[config.mk]
export PLATFORM = sky130hd
export DESIGN_NAME = hlt_timer
export DESIGN_NICKNAME = d
export VERILOG_FILES = /design/src/hlt_pkg.sv /design/src/hlt_timer.sv
export SDC_FILE = /design/constraint.sdc
export NUM_CORES = 1
export LEC_CHECK = 0
export ABC_CLOCK_PERIOD_IN_PS = 2500
export BUFFER_PORTS_ARGS = -buffer_cell sky130_fd_sc_hd__buf_4
export CAP_MARGIN = 25
export CORE_MARGIN = 2
export CORE_UTILIZATION = 46
export CTS_CLUSTER_DIAMETER = 80
export DETAILED_ROUTE_END_ITERATION = 6
export MAX_ROUTING_LAYER = met4
export PLACE_DENSITY_LB_ADDON = 0.3
export REMOVE_ABC_BUFFERS = 1
export SYNTH_ARGS = -nofsm -noshare
export SYNTH_HDL_FRONTEND = slang
export SYNTH_SLANG_ARGS = --single-unit
export TNS_END_PERCENT = 10
[constraint.sdc]
create_clock -name core_clk -period 2.5 [get_ports core_clk]
set_input_delay 0.125 -clock core_clk [delete_from_list [all_inputs] [get_ports core_clk]]
set_output_delay 0.125 -clock core_clk [all_outputs]
set_load 0.02 [all_outputs]
[src/hlt_pkg.sv]
/*
 * Shared constants and types of the period-limit timer: register
 * indices, field positions, reset values, mode and source codes.
 * Assumes a 100 MHz core clock that also serves as the system clock.
 */
package hlt_pkg;

	// Register indices; byte address is four times the index
	localparam logic [11:0] HLT_IDX_COUNT   = 12'h28C;
	localparam logic [11:0] HLT_IDX_PERIOD  = 12'h28D;
	localparam logic [11:0] HLT_IDX_TCON    = 12'h28E;
	localparam logic [11:0] HLT_IDX_LIMIT   = 12'h28F;
	localparam logic [11:0] HLT_IDX_CLKSRC  = 12'h290;
	localparam logic [11:0] HLT_IDX_ERSSEL  = 12'h291;
	localparam logic [11:0] HLT_IDX_STATUS  = 12'h292;
	localparam logic [11:0] HLT_IDX_MASK    = 12'h293;
	localparam int          HLT_ADDR_W      = 14;

	// Reset values
	localparam logic [7:0]  HLT_RST_COUNT   = 8'h00;
	localparam logic [7:0]  HLT_RST_PERIOD  = 8'hFF;
	localparam logic [7:0]  HLT_RST_TCON    = 8'h00;
	localparam logic [7:0]  HLT_RST_LIMIT   = 8'h00;
	localparam logic [2:0]  HLT_RST_CLKSRC  = 3'h0;
	localparam logic [3:0]  HLT_RST_ERSSEL  = 4'h0;

	// Status and mask bit positions
	localparam int          HLT_ST_POST     = 0;
	localparam int          HLT_ST_MATCH    = 1;
	localparam int          HLT_ST_W        = 2;

	// Instruction clock is core clock divided by four
	localparam logic [1:0]  HLT_INSTR_LAST  = 2'h3;

	// Clock source codes
	localparam logic [2:0]  HLT_CS_PIN      = 3'h0;
	localparam logic [2:0]  HLT_CS_INSTR    = 3'h1;
	localparam logic [2:0]  HLT_CS_SYS      = 3'h2;
	localparam logic [2:0]  HLT_CS_HFOSC    = 3'h3;
	localparam logic [2:0]  HLT_CS_LFOSC    = 3'h4;
	localparam logic [2:0]  HLT_CS_MF500    = 3'h5;
	localparam logic [2:0]  HLT_CS_MF32     = 3'h6;

	// External reset source codes
	localparam logic [3:0]  HLT_RS_PIN      = 4'h0;
	localparam logic [3:0]  HLT_RS_CCP1     = 4'h1;
	localparam logic [3:0]  HLT_RS_CCP2     = 4'h2;
	localparam logic [3:0]  HLT_RS_PWM3     = 4'h3;
	localparam logic [3:0]  HLT_RS_PWM4     = 4'h4;

	// Control modes; all but HLT_M_FREE implemented beyond plain software gating
	localparam logic [4:0]  HLT_M_FREE      = 5'h00;
	localparam logic [4:0]  HLT_M_ONESHOT   = 5'h08;
	localparam logic [4:0]  HLT_M_OS_RISE   = 5'h09;
	localparam logic [4:0]  HLT_M_OS_FALL   = 5'h0A;
	localparam logic [4:0]  HLT_M_OS_BOTH   = 5'h0B;
	localparam logic [4:0]  HLT_M_MS_RISE   = 5'h11;
	localparam logic [4:0]  HLT_M_MS_FALL   = 5'h12;
	localparam logic [4:0]  HLT_M_MS_BOTH   = 5'h13;
	localparam logic [4:0]  HLT_M_LV_LOW    = 5'h16;
	localparam logic [4:0]  HLT_M_LV_HIGH   = 5'h17;

	typedef struct packed {
		logic       on;
		logic [2:0] prescaleSelect;
		logic [3:0] postscaleSelect;
	} hlt_tcon_t;

	typedef struct packed {
		logic       prescalerSync;
		logic       clockEdgePolarity;
		logic       onBitSync;
		logic [4:0] mode;
	} hlt_limit_t;

	// Oscillator inputs, sampled as levels
	typedef struct packed {
		logic mf32;
		logic mf500;
		logic lf;
		logic hf;
	} hlt_osc_t;

	// External reset candidates
	typedef struct packed {
		logic pulseUnit4Output;
		logic pulseUnit3Output;
		logic capcompUnit2Output;
		logic capcompUnit1Output;
		logic inputPinRoute;
	} hlt_ers_t;

	typedef enum logic [1:0] {
		HLT_BUS_IDLE = 2'b00,
		HLT_BUS_ACK  = 2'b01
	} hlt_bus_t;

endpackage

[src/hlt_timer.sv]
/*
 * 8-bit timer with period limit, prescaler, postscaler, selectable
 * clock and external reset sources, an Avalon-MM register slave and
 * a masked level interrupt.
 * Assumes every input is synchronous to core_clk; oscillator and pin
 * clock sources arrive as levels far slower than core_clk.
 */
// The Avalon-MM register port was left to the implementer.
//
// Overview of operation
// - Prescaler sync set: no counting during sleep
// - Prescaler sync clear: counts in sleep if clocked
// - Internal oscillator source stays running in sleep
// - Counter equal to period clears on next tick
// - Counter readable, writable, resets to zero
// - On bit low resets prescaler, postscaler and state machines
// - Hardware clears on bit in one-shot modes
// - Prescaler divides by two to field power
// - Postscaler ratio is field plus one
// - Prescaler sync aligns ticks to instruction clock
// - Polarity bit picks falling or rising edge
// - On sync delays counting two input clocks
// - Mode field picks control; stop keeps count
// - Clock source field selects one of seven
// - Reset source field selects one of five
// - Software one-shot clears on bit at match
`timescale 1ns/1ps
module hlt_timer (
	input  wire logic                  core_clk,
	input  wire logic                  rstn,
	input  wire logic [hlt_pkg::HLT_ADDR_W-1:0] address,
	input  wire logic                  read,
	input  wire logic                  write,
	input  wire logic [31:0]           writedata,
	input  wire logic [3:0]            byteenable,
	output logic      [31:0]           readdata,
	output logic                       waitrequest,
	input  wire logic                  sleepActive,
	input  wire hlt_pkg::hlt_osc_t     oscIn,
	input  wire hlt_pkg::hlt_ers_t     ersIn,
	output logic                       oscKeepAlive,
	output logic                       timerEvent,
	output logic                       irq
);
	import hlt_pkg::*;

	hlt_bus_t   busState_r;
	logic [7:0] count_r, period_r;
	hlt_tcon_t  tcon_r;
	hlt_limit_t limit_r;
	logic [2:0] clkSrc_r;
	logic [3:0] ersSel_r;
	logic [HLT_ST_W-1:0] status_r, mask_r;
	logic [31:0] rdData_r;
	logic [1:0] instrDiv_r;
	logic [1:0] onSync_r;
	logic [6:0] presc_r;
	logic [3:0] post_r;
	logic       srcPrev_r, ersPrev_r, pend_r, started_r, evPulse_r;

	logic        busReq, busDone, addrOk, wrEn;
	logic [11:0] regIdx;
	logic [7:0]  wrByte;
	logic        instrEn, srcLvl, srcRuns, clkEdge, runOn;
	logic [6:0]  prescLimit;
	logic        prescOut, timerTick, ers, ersEdge, match, postDone;
	logic        edgeMode, levelMode, levelHold, modeRun, osMode, countEn;
	logic [HLT_ST_W-1:0] stSet;

	// Avalon slave: one wait state, answer on the second edge
	assign busReq  = read || write;
	assign busDone = busReq && (busState_r == HLT_BUS_ACK);
	assign waitrequest = busReq && (busState_r != HLT_BUS_ACK);
	assign regIdx  = address[HLT_ADDR_W-1:2];
	assign addrOk  = (address[1:0] == 2'h0);
	assign wrEn    = write && busDone && addrOk && byteenable[0];
	assign wrByte  = writedata[7:0];
	assign readdata = rdData_r;

	always_ff @(posedge core_clk) begin
		if (!rstn) begin
			busState_r <= HLT_BUS_IDLE;
		end else begin
			case (busState_r)
				HLT_BUS_IDLE: busState_r <= busReq ? HLT_BUS_ACK
				                                   : HLT_BUS_IDLE;
				HLT_BUS_ACK:  busState_r <= HLT_BUS_IDLE;
				default:      busState_r <= HLT_BUS_IDLE;
			endcase
		end
	end

	// Read data captured in the wait cycle; unmapped reads give zero
	always_ff @(posedge core_clk) begin
		if (!rstn) begin
			rdData_r <= 32'h0000_0000;
		end else if (read && !busDone) begin
			rdData_r <= 32'h0000_0000;
			if (addrOk) begin
				case (regIdx)
					HLT_IDX_COUNT:  rdData_r[7:0] <= count_r;
					HLT_IDX_PERIOD: rdData_r[7:0] <= period_r;
					HLT_IDX_TCON:   rdData_r[7:0] <= tcon_r;
					HLT_IDX_LIMIT:  rdData_r[7:0] <= limit_r;
					HLT_IDX_CLKSRC: rdData_r[2:0] <= clkSrc_r;
					HLT_IDX_ERSSEL: rdData_r[3:0] <= ersSel_r;
					HLT_IDX_STATUS: rdData_r[HLT_ST_W-1:0] <= status_r;
					HLT_IDX_MASK:   rdData_r[HLT_ST_W-1:0] <= mask_r;
					default:        rdData_r <= 32'h0000_0000;
				endcase
			end
		end
	end

	// Configuration registers
	always_ff @(posedge core_clk) begin
		if (!rstn) begin
			period_r <= HLT_RST_PERIOD;
			limit_r  <= HLT_RST_LIMIT;
			clkSrc_r <= HLT_RST_CLKSRC;
			ersSel_r <= HLT_RST_ERSSEL;
			mask_r   <= '0;
		end else if (wrEn) begin
			case (regIdx)
				HLT_IDX_PERIOD: period_r <= wrByte;
				HLT_IDX_LIMIT:  limit_r  <= wrByte;
				HLT_IDX_CLKSRC: clkSrc_r <= wrByte[2:0];
				HLT_IDX_ERSSEL: ersSel_r <= wrByte[3:0];
				HLT_IDX_MASK:   mask_r   <= wrByte[HLT_ST_W-1:0];
				default:        mask_r   <= mask_r;
			endcase
		end
	end

	// Instruction clock enable from a divide-by-four
	always_ff @(posedge core_clk) begin
		if (!rstn) begin
			instrDiv_r <= 2'h0;
		end else begin
			instrDiv_r <= instrDiv_r + 2'h1;
		end
	end
	assign instrEn = (instrDiv_r == HLT_INSTR_LAST);

	// Clock source select; reserved code gives no clock
	always_comb begin
		case (clkSrc_r)
			HLT_CS_PIN:   srcLvl = ersIn.inputPinRoute;
			HLT_CS_HFOSC: srcLvl = oscIn.hf;
			HLT_CS_LFOSC: srcLvl = oscIn.lf;
			HLT_CS_MF500: srcLvl = oscIn.mf500;
			HLT_CS_MF32:  srcLvl = oscIn.mf32;
			default:      srcLvl = 1'b0;
		endcase
	end

	// Core-derived clocks stop in sleep; oscillators and pin do not
	assign srcRuns = !(sleepActive &&
	                   (clkSrc_r == HLT_CS_INSTR || clkSrc_r == HLT_CS_SYS));
	assign oscKeepAlive = sleepActive && tcon_r.on &&
	                      clkSrc_r >= HLT_CS_HFOSC && clkSrc_r <= HLT_CS_MF32;

	always_ff @(posedge core_clk) begin
		if (!rstn) begin
			srcPrev_r <= 1'b0;
		end else begin
			srcPrev_r <= srcLvl;
		end
	end

	always_comb begin
		case (clkSrc_r)
			HLT_CS_INSTR: clkEdge = instrEn;
			HLT_CS_SYS:   clkEdge = 1'b1;
			default:      clkEdge = limit_r.clockEdgePolarity
			                        ? (srcPrev_r && !srcLvl)
			                        : (!srcPrev_r && srcLvl);
		endcase
		// Sleep gates the source; sync mode cannot run in sleep
		if (!srcRuns || (sleepActive && limit_r.prescalerSync)) begin
			clkEdge = 1'b0;
		end
	end

	// On bit resynchronised through two input clock edges
	always_ff @(posedge core_clk) begin
		if (!rstn || !tcon_r.on) begin
			onSync_r <= 2'b00;
		end else if (clkEdge) begin
			onSync_r <= {onSync_r[0], tcon_r.on};
		end
	end
	assign runOn = tcon_r.on &&
	               (!limit_r.onBitSync || onSync_r[1]);

	// Prescaler counts input edges, reset while off
	always_comb begin
		prescLimit = 7'h00;
		for (int i = 0; i < 7; i++) begin
			if (i < int'(tcon_r.prescaleSelect)) begin
				prescLimit[i] = 1'b1;
			end
		end
	end
	assign prescOut = clkEdge && runOn && (presc_r == prescLimit);

	always_ff @(posedge core_clk) begin
		if (!rstn || !runOn) begin
			presc_r <= 7'h00;
		end else if (clkEdge) begin
			presc_r <= prescOut ? 7'h00 : presc_r + 7'h01;
		end
	end

	// Synchronised prescaler output waits for instruction clock
	always_ff @(posedge core_clk) begin
		if (!rstn || !runOn) begin
			pend_r <= 1'b0;
		end else begin
			pend_r <= limit_r.prescalerSync && (pend_r || prescOut) &&
			          !(instrEn && !sleepActive);
		end
	end
	// Pending tick waits out sleep; nothing ticks once the timer is off
	assign timerTick = runOn && (limit_r.prescalerSync
	                   ? ((pend_r || prescOut) && instrEn && !sleepActive)
	                   : prescOut);

	// External reset source select; reserved codes read low
	always_comb begin
		case (ersSel_r)
			HLT_RS_PIN:  ers = ersIn.inputPinRoute;
			HLT_RS_CCP1: ers = ersIn.capcompUnit1Output;
			HLT_RS_CCP2: ers = ersIn.capcompUnit2Output;
			HLT_RS_PWM3: ers = ersIn.pulseUnit3Output;
			HLT_RS_PWM4: ers = ersIn.pulseUnit4Output;
			default:     ers = 1'b0;
		endcase
	end

	always_ff @(posedge core_clk) begin
		if (!rstn) begin
			ersPrev_r <= 1'b0;
		end else begin
			ersPrev_r <= ers;
		end
	end

	// Mode decode; codes not listed here run as software gated
	always_comb begin
		edgeMode  = 1'b0;
		levelMode = 1'b0;
		osMode    = 1'b0;
		case (limit_r.mode)
			HLT_M_ONESHOT: osMode = 1'b1;
			HLT_M_OS_RISE, HLT_M_OS_FALL, HLT_M_OS_BOTH: begin
				edgeMode = 1'b1;
				osMode   = 1'b1;
			end
			HLT_M_MS_RISE, HLT_M_MS_FALL, HLT_M_MS_BOTH: edgeMode = 1'b1;
			HLT_M_LV_LOW, HLT_M_LV_HIGH: begin
				levelMode = 1'b1;
				osMode    = 1'b1;
			end
			default: osMode = 1'b0;
		endcase
		case (limit_r.mode[1:0])
			2'b01:   ersEdge = !ersPrev_r && ers;
			2'b10:   ersEdge = ersPrev_r && !ers;
			2'b11:   ersEdge = ersPrev_r != ers;
			default: ersEdge = 1'b0;
		endcase
	end

	// Level modes: bit 0 of the mode is the reset level
	assign levelHold = levelMode && (ers == limit_r.mode[0]);
	assign match     = (count_r == period_r);
	assign modeRun   = edgeMode ? started_r : !levelHold;
	assign countEn   = timerTick && modeRun;
	assign postDone  = countEn && match &&
	                   (post_r == tcon_r.postscaleSelect);

	// Edge modes wait for a trigger after on, rearm at match
	always_ff @(posedge core_clk) begin
		if (!rstn || !runOn) begin
			started_r <= 1'b0;
		end else if (countEn && match) begin
			started_r <= 1'b0;
		end else if (edgeMode && ersEdge) begin
			started_r <= 1'b1;
		end
	end

	// Counter: software write first, stop keeps the value
	always_ff @(posedge core_clk) begin
		if (!rstn) begin
			count_r <= HLT_RST_COUNT;
		end else if (wrEn && regIdx == HLT_IDX_COUNT) begin
			count_r <= wrByte;
		end else if (runOn && levelHold) begin
			count_r <= 8'h00;
		end else if (countEn) begin
			count_r <= match ? 8'h00 : count_r + 8'h01;
		end
	end

	// Postscaler counts period matches
	always_ff @(posedge core_clk) begin
		if (!rstn || !runOn) begin
			post_r <= 4'h0;
		end else if (countEn && match) begin
			post_r <= postDone ? 4'h0 : post_r + 4'h1;
		end
	end

	// Control register; a software write beats the hardware clear
	always_ff @(posedge core_clk) begin
		if (!rstn) begin
			tcon_r <= HLT_RST_TCON;
		end else if (wrEn && regIdx == HLT_IDX_TCON) begin
			tcon_r <= wrByte;
		end else if (countEn && match && osMode) begin
			tcon_r.on <= 1'b0;
		end
	end

	// Sticky status, write one to clear, new events win
	assign stSet = {countEn && match, postDone};
	always_ff @(posedge core_clk) begin
		if (!rstn) begin
			status_r <= '0;
		end else if (wrEn && regIdx == HLT_IDX_STATUS) begin
			status_r <= (status_r & ~wrByte[HLT_ST_W-1:0]) | stSet;
		end else begin
			status_r <= status_r | stSet;
		end
	end

	always_ff @(posedge core_clk) begin
		if (!rstn) begin
			evPulse_r <= 1'b0;
		end else begin
			evPulse_r <= postDone;
		end
	end
	assign timerEvent = evPulse_r;
	assign irq = |(status_r & mask_r);

	initial begin
		if (HLT_ADDR_W < 14) begin
			$error("address too narrow for register map");
		end
	end
endmodule

==> impl_metrics.yaml <==
run_status:
  status: "finished, final reports clean"
die:
  die_width_um: 102
  io_pins: 100
  dieArea_um2: 10400
  start_util: 0.474
  die_h_um: 102
  core_um2: 9280
  num_rows: 35
clock_network:
  clockBufferDepth: 2
  path_clk_slew_ps: 80
  cts.htree.levels: 3
  cts_tree: "yes"
  clock_latency_ps: 360
  cts_root_buf: "clkbuf_8"
  cts_made_buffers: 9
  numClockSinks: 72
pwr:
  swShare: 0.239
  pwr-share-comb: 0.073
  sequentialPowerShare: 0.468
  ir_worst_vdd_v: 0.000309
  p_int_mw: 1.88
  power.switching_mw: 0.589
  clockPowerShare: 0.458
  power_density_nw_per_um2: 485
  p_leak_nw: 1.96
sta:
  setup_viol: 0
  hold_viol_final: 0
  rsz0062_at_grt: "no"
  fmax_ghz: 0.428
  finalClockSkew_ps: 9.76
  finalCritPeriodShare: 0.935
  slew_headroom: 0.600
  setup_tns_ps: 0
  slew_viol_final: 0
  finalCriticalPeriod_ps: 2340
  worst_pin_slew_ps: 599
synthesis:
  synthArstFlopShare: 0
  synth_top_area_cell: "dfxtp_1"
  syn_area_um2: 4400
  seq_area_frac_synth: 0.327
  yosysUniqueCellTypes: 73
  synth_edf_count: 0
  yosys_warnings: 0
  synth_ff_type: "dfxtp_1"
  synthCells: 514
  ys_ff_latch: 72
  netlist_top_cells_area: "dfxtp_1, mux2i_1, nor2_1"
  synth.top_cell.area_share: 0.327
  syn_area_per_cell_um2: 8.56
hold_path:
  hp-start: "writedata[4]"
  min_path_type: "primary input to flip-flop"
  whs_path_depth: 3
routing:
  wire_per_inst_um: 17.0
  ant_nets: 0
  post-route-drc-count: 0
  drt-total-wl_um: 11800
  via_count: 3965
  initialDrtViolationCount: 249
  dr.pass1.iters: 6
  viasPerCell: 5.70
worst_setup_path:
  start_kind: "flip-flop"
  critPathArrivalTime_ps: 2570
  critPathCaptureType: "flip-flop"
  rr_startpoint: "ersSel_r[1]"
  cp.required_ps: 2730
  critPathMaxFanout: 7
  cp-startpoint: "ersSel_r[1]"
  rr_worst_depth: 7
  crit_type: "flip-flop to flip-flop"
final_layout:
  final_cell_count_no_fill: 696
  final_layout_size_suffix_gt1_frac: 0.220
  final_util: 0.548
  nNetsFinal: 632
  layout.cells.most_common: "nor2_1"
  antenna_cells: 0
  final_cell_mix: "nor2_1, dfxtp_1, buf_4, mux2i_1, nand2_1"
  design_area_um2: 5090
  nFillCells: 856
  area_growth_pct: 15.5
grt:
  grt_use_met2: 0.372
  grtUsageMet3: 0.0410
  grt.total_usage: 0.238
  use_met1: 0.306
  grt_max_degree: 28
  grt_pass1_wl_um: 18600
  first_global_vias: 3668
  grt_busiest_layer: "met2"
  globalRoute.totalOverflow: 0
  antenna_found_initial: 0
place:
  io_buffers: 48
  dpl_cell_area_um2: 4840
  hpwl_um: 8590
  place_inst: 680
  finalWeightedCongestion: 0.890
flow_run:
  maxCapViolations: 0
==> power by group through the flow <==
stage	clock network (mW)	logic (mW)	registers [mW]
2_1_floorplan	0	0.0848	1.18
3_3_place_gp	0	0.175	1.18
3_5_place_dp	0	0.178	1.18
4_1_cts	1.14	0.178	1.15
5_1_grt	1.18	0.194	1.16
6_report	1.13	0.181	1.15
==> flip-flops by register name (all words and copies together), names as in the netlist <==
| name | count |
|---|---|
| mask_r | 2 |
| busState_r | 1 |
| readdata | 8 |
| post_r | 4 |
| onSync_r | 2 |
| presc_r | 7 |
| tcon_r | 8 |
| started_r | 1 |
| pend_r | 1 |
| timerEvent | 1 |
| period_r | 8 |
| count_r | 8 |
| ersSel_r | 4 |
| status_r | 2 |
| limit_r | 8 |
| clkSrc_r | 3 |
| srcPrev_r | 1 |
| ersPrev_r | 1 |
| instrDiv_r | 2 |
==> repair_timing <==
action / CTS / global route
buffers inserted: 0 / 0
endpoints found under the setup margin: 0 / 7
hold buffers: 0 / 0
resized for setup: 0 / 3
==> cells by family after synthesis <==
kind of cell    count (synthesis)  synth area share
xor+xnor                       28            0.0557
flops                          72             0.327
compound gates                 82             0.148
buf+inv                        61            0.0807
mux                            38            0.0895
fa+ha+maj                       6            0.0171
simple gates                  226             0.281
other cells                     1          0.000852
==> synthesized netlist by cell type (3+ instances only) <==
master	instances
a222oi_1	5
nor2_1	72
a211oi_1	3
a21oi_1	16
a31oi_1	4
a221oi_1	9
and2_1	5
nand4_1	7
nor4b_2	3
nand4b_1	3
xor2_1	12
nand2b_1	8
and3_1	9
o21a_1	5
buf_4	26
nor3_1	16
xnor2_1	16
dfxtp_1	72
clkbuf_1	15
nor2b_1	3
o21ai_0	5
or3_1	4
nor4b_1	3
a22oi_1	3
nor4_1	5
inv_1	4
a2bb2oi_1	3
mux2i_1	31
a21o_1	3
nor3_2	13
nand2_1	30
mux2_2	5
buf_2	11
nand3_1	30
ha_1	6
==> stage by stage <==
step	worst slack (ps)	total power [mW]	hold slack (ps)
2_1_floorplan	125	1.27	197
3_3_place_gp	162	1.36	407
5_1_grt	3.73	2.53	50.9
6_report	162	2.47	45.9
3_5_place_dp	97.9	1.36	413
4_1_cts	87.6	2.47	38.4
==> final timing paths <==
path,to,slack (ps)
setup / recovery,count_r[3],160
hold / removal,period_r[4],50
setup reg to reg,count_r[3],160
hold reg to reg,instrDiv_r[0],440
==> per-layer routing <==
metal | routed length, um | vias up
li1 | - | 1915
met1 | 5220 | 1878
met2 | 5570 | 154
met3 | 796 | 18
met4 | 249 | 0
met5 | 0 | -
==> layout make-up <==
cell class | instances | area (um^2) | share of cell area
clock inverter | 6 | 108 | 0.0212
multi-input combinational | 404 | 2700 | 0.531
clock buffer | 10 | 128 | 0.0251
tap | 129 | 161 | 0.0317
inverter | 5 | 18.8 | 0.00369
timing repair buffer | 70 | 526 | 0.103
sequential | 72 | 1440 | 0.284
==> worst max-delay path, stage by stage (launching register included) <==
cell and delay, ps:
dfxtp_2 440, mux2i_2 280, o22ai_2 150, nor4b_2 400, nor3_4 130, a311o_2 520
nor3_2 220, nor3_2 60
Note: power is estimated with default switching activity, not from simulation.
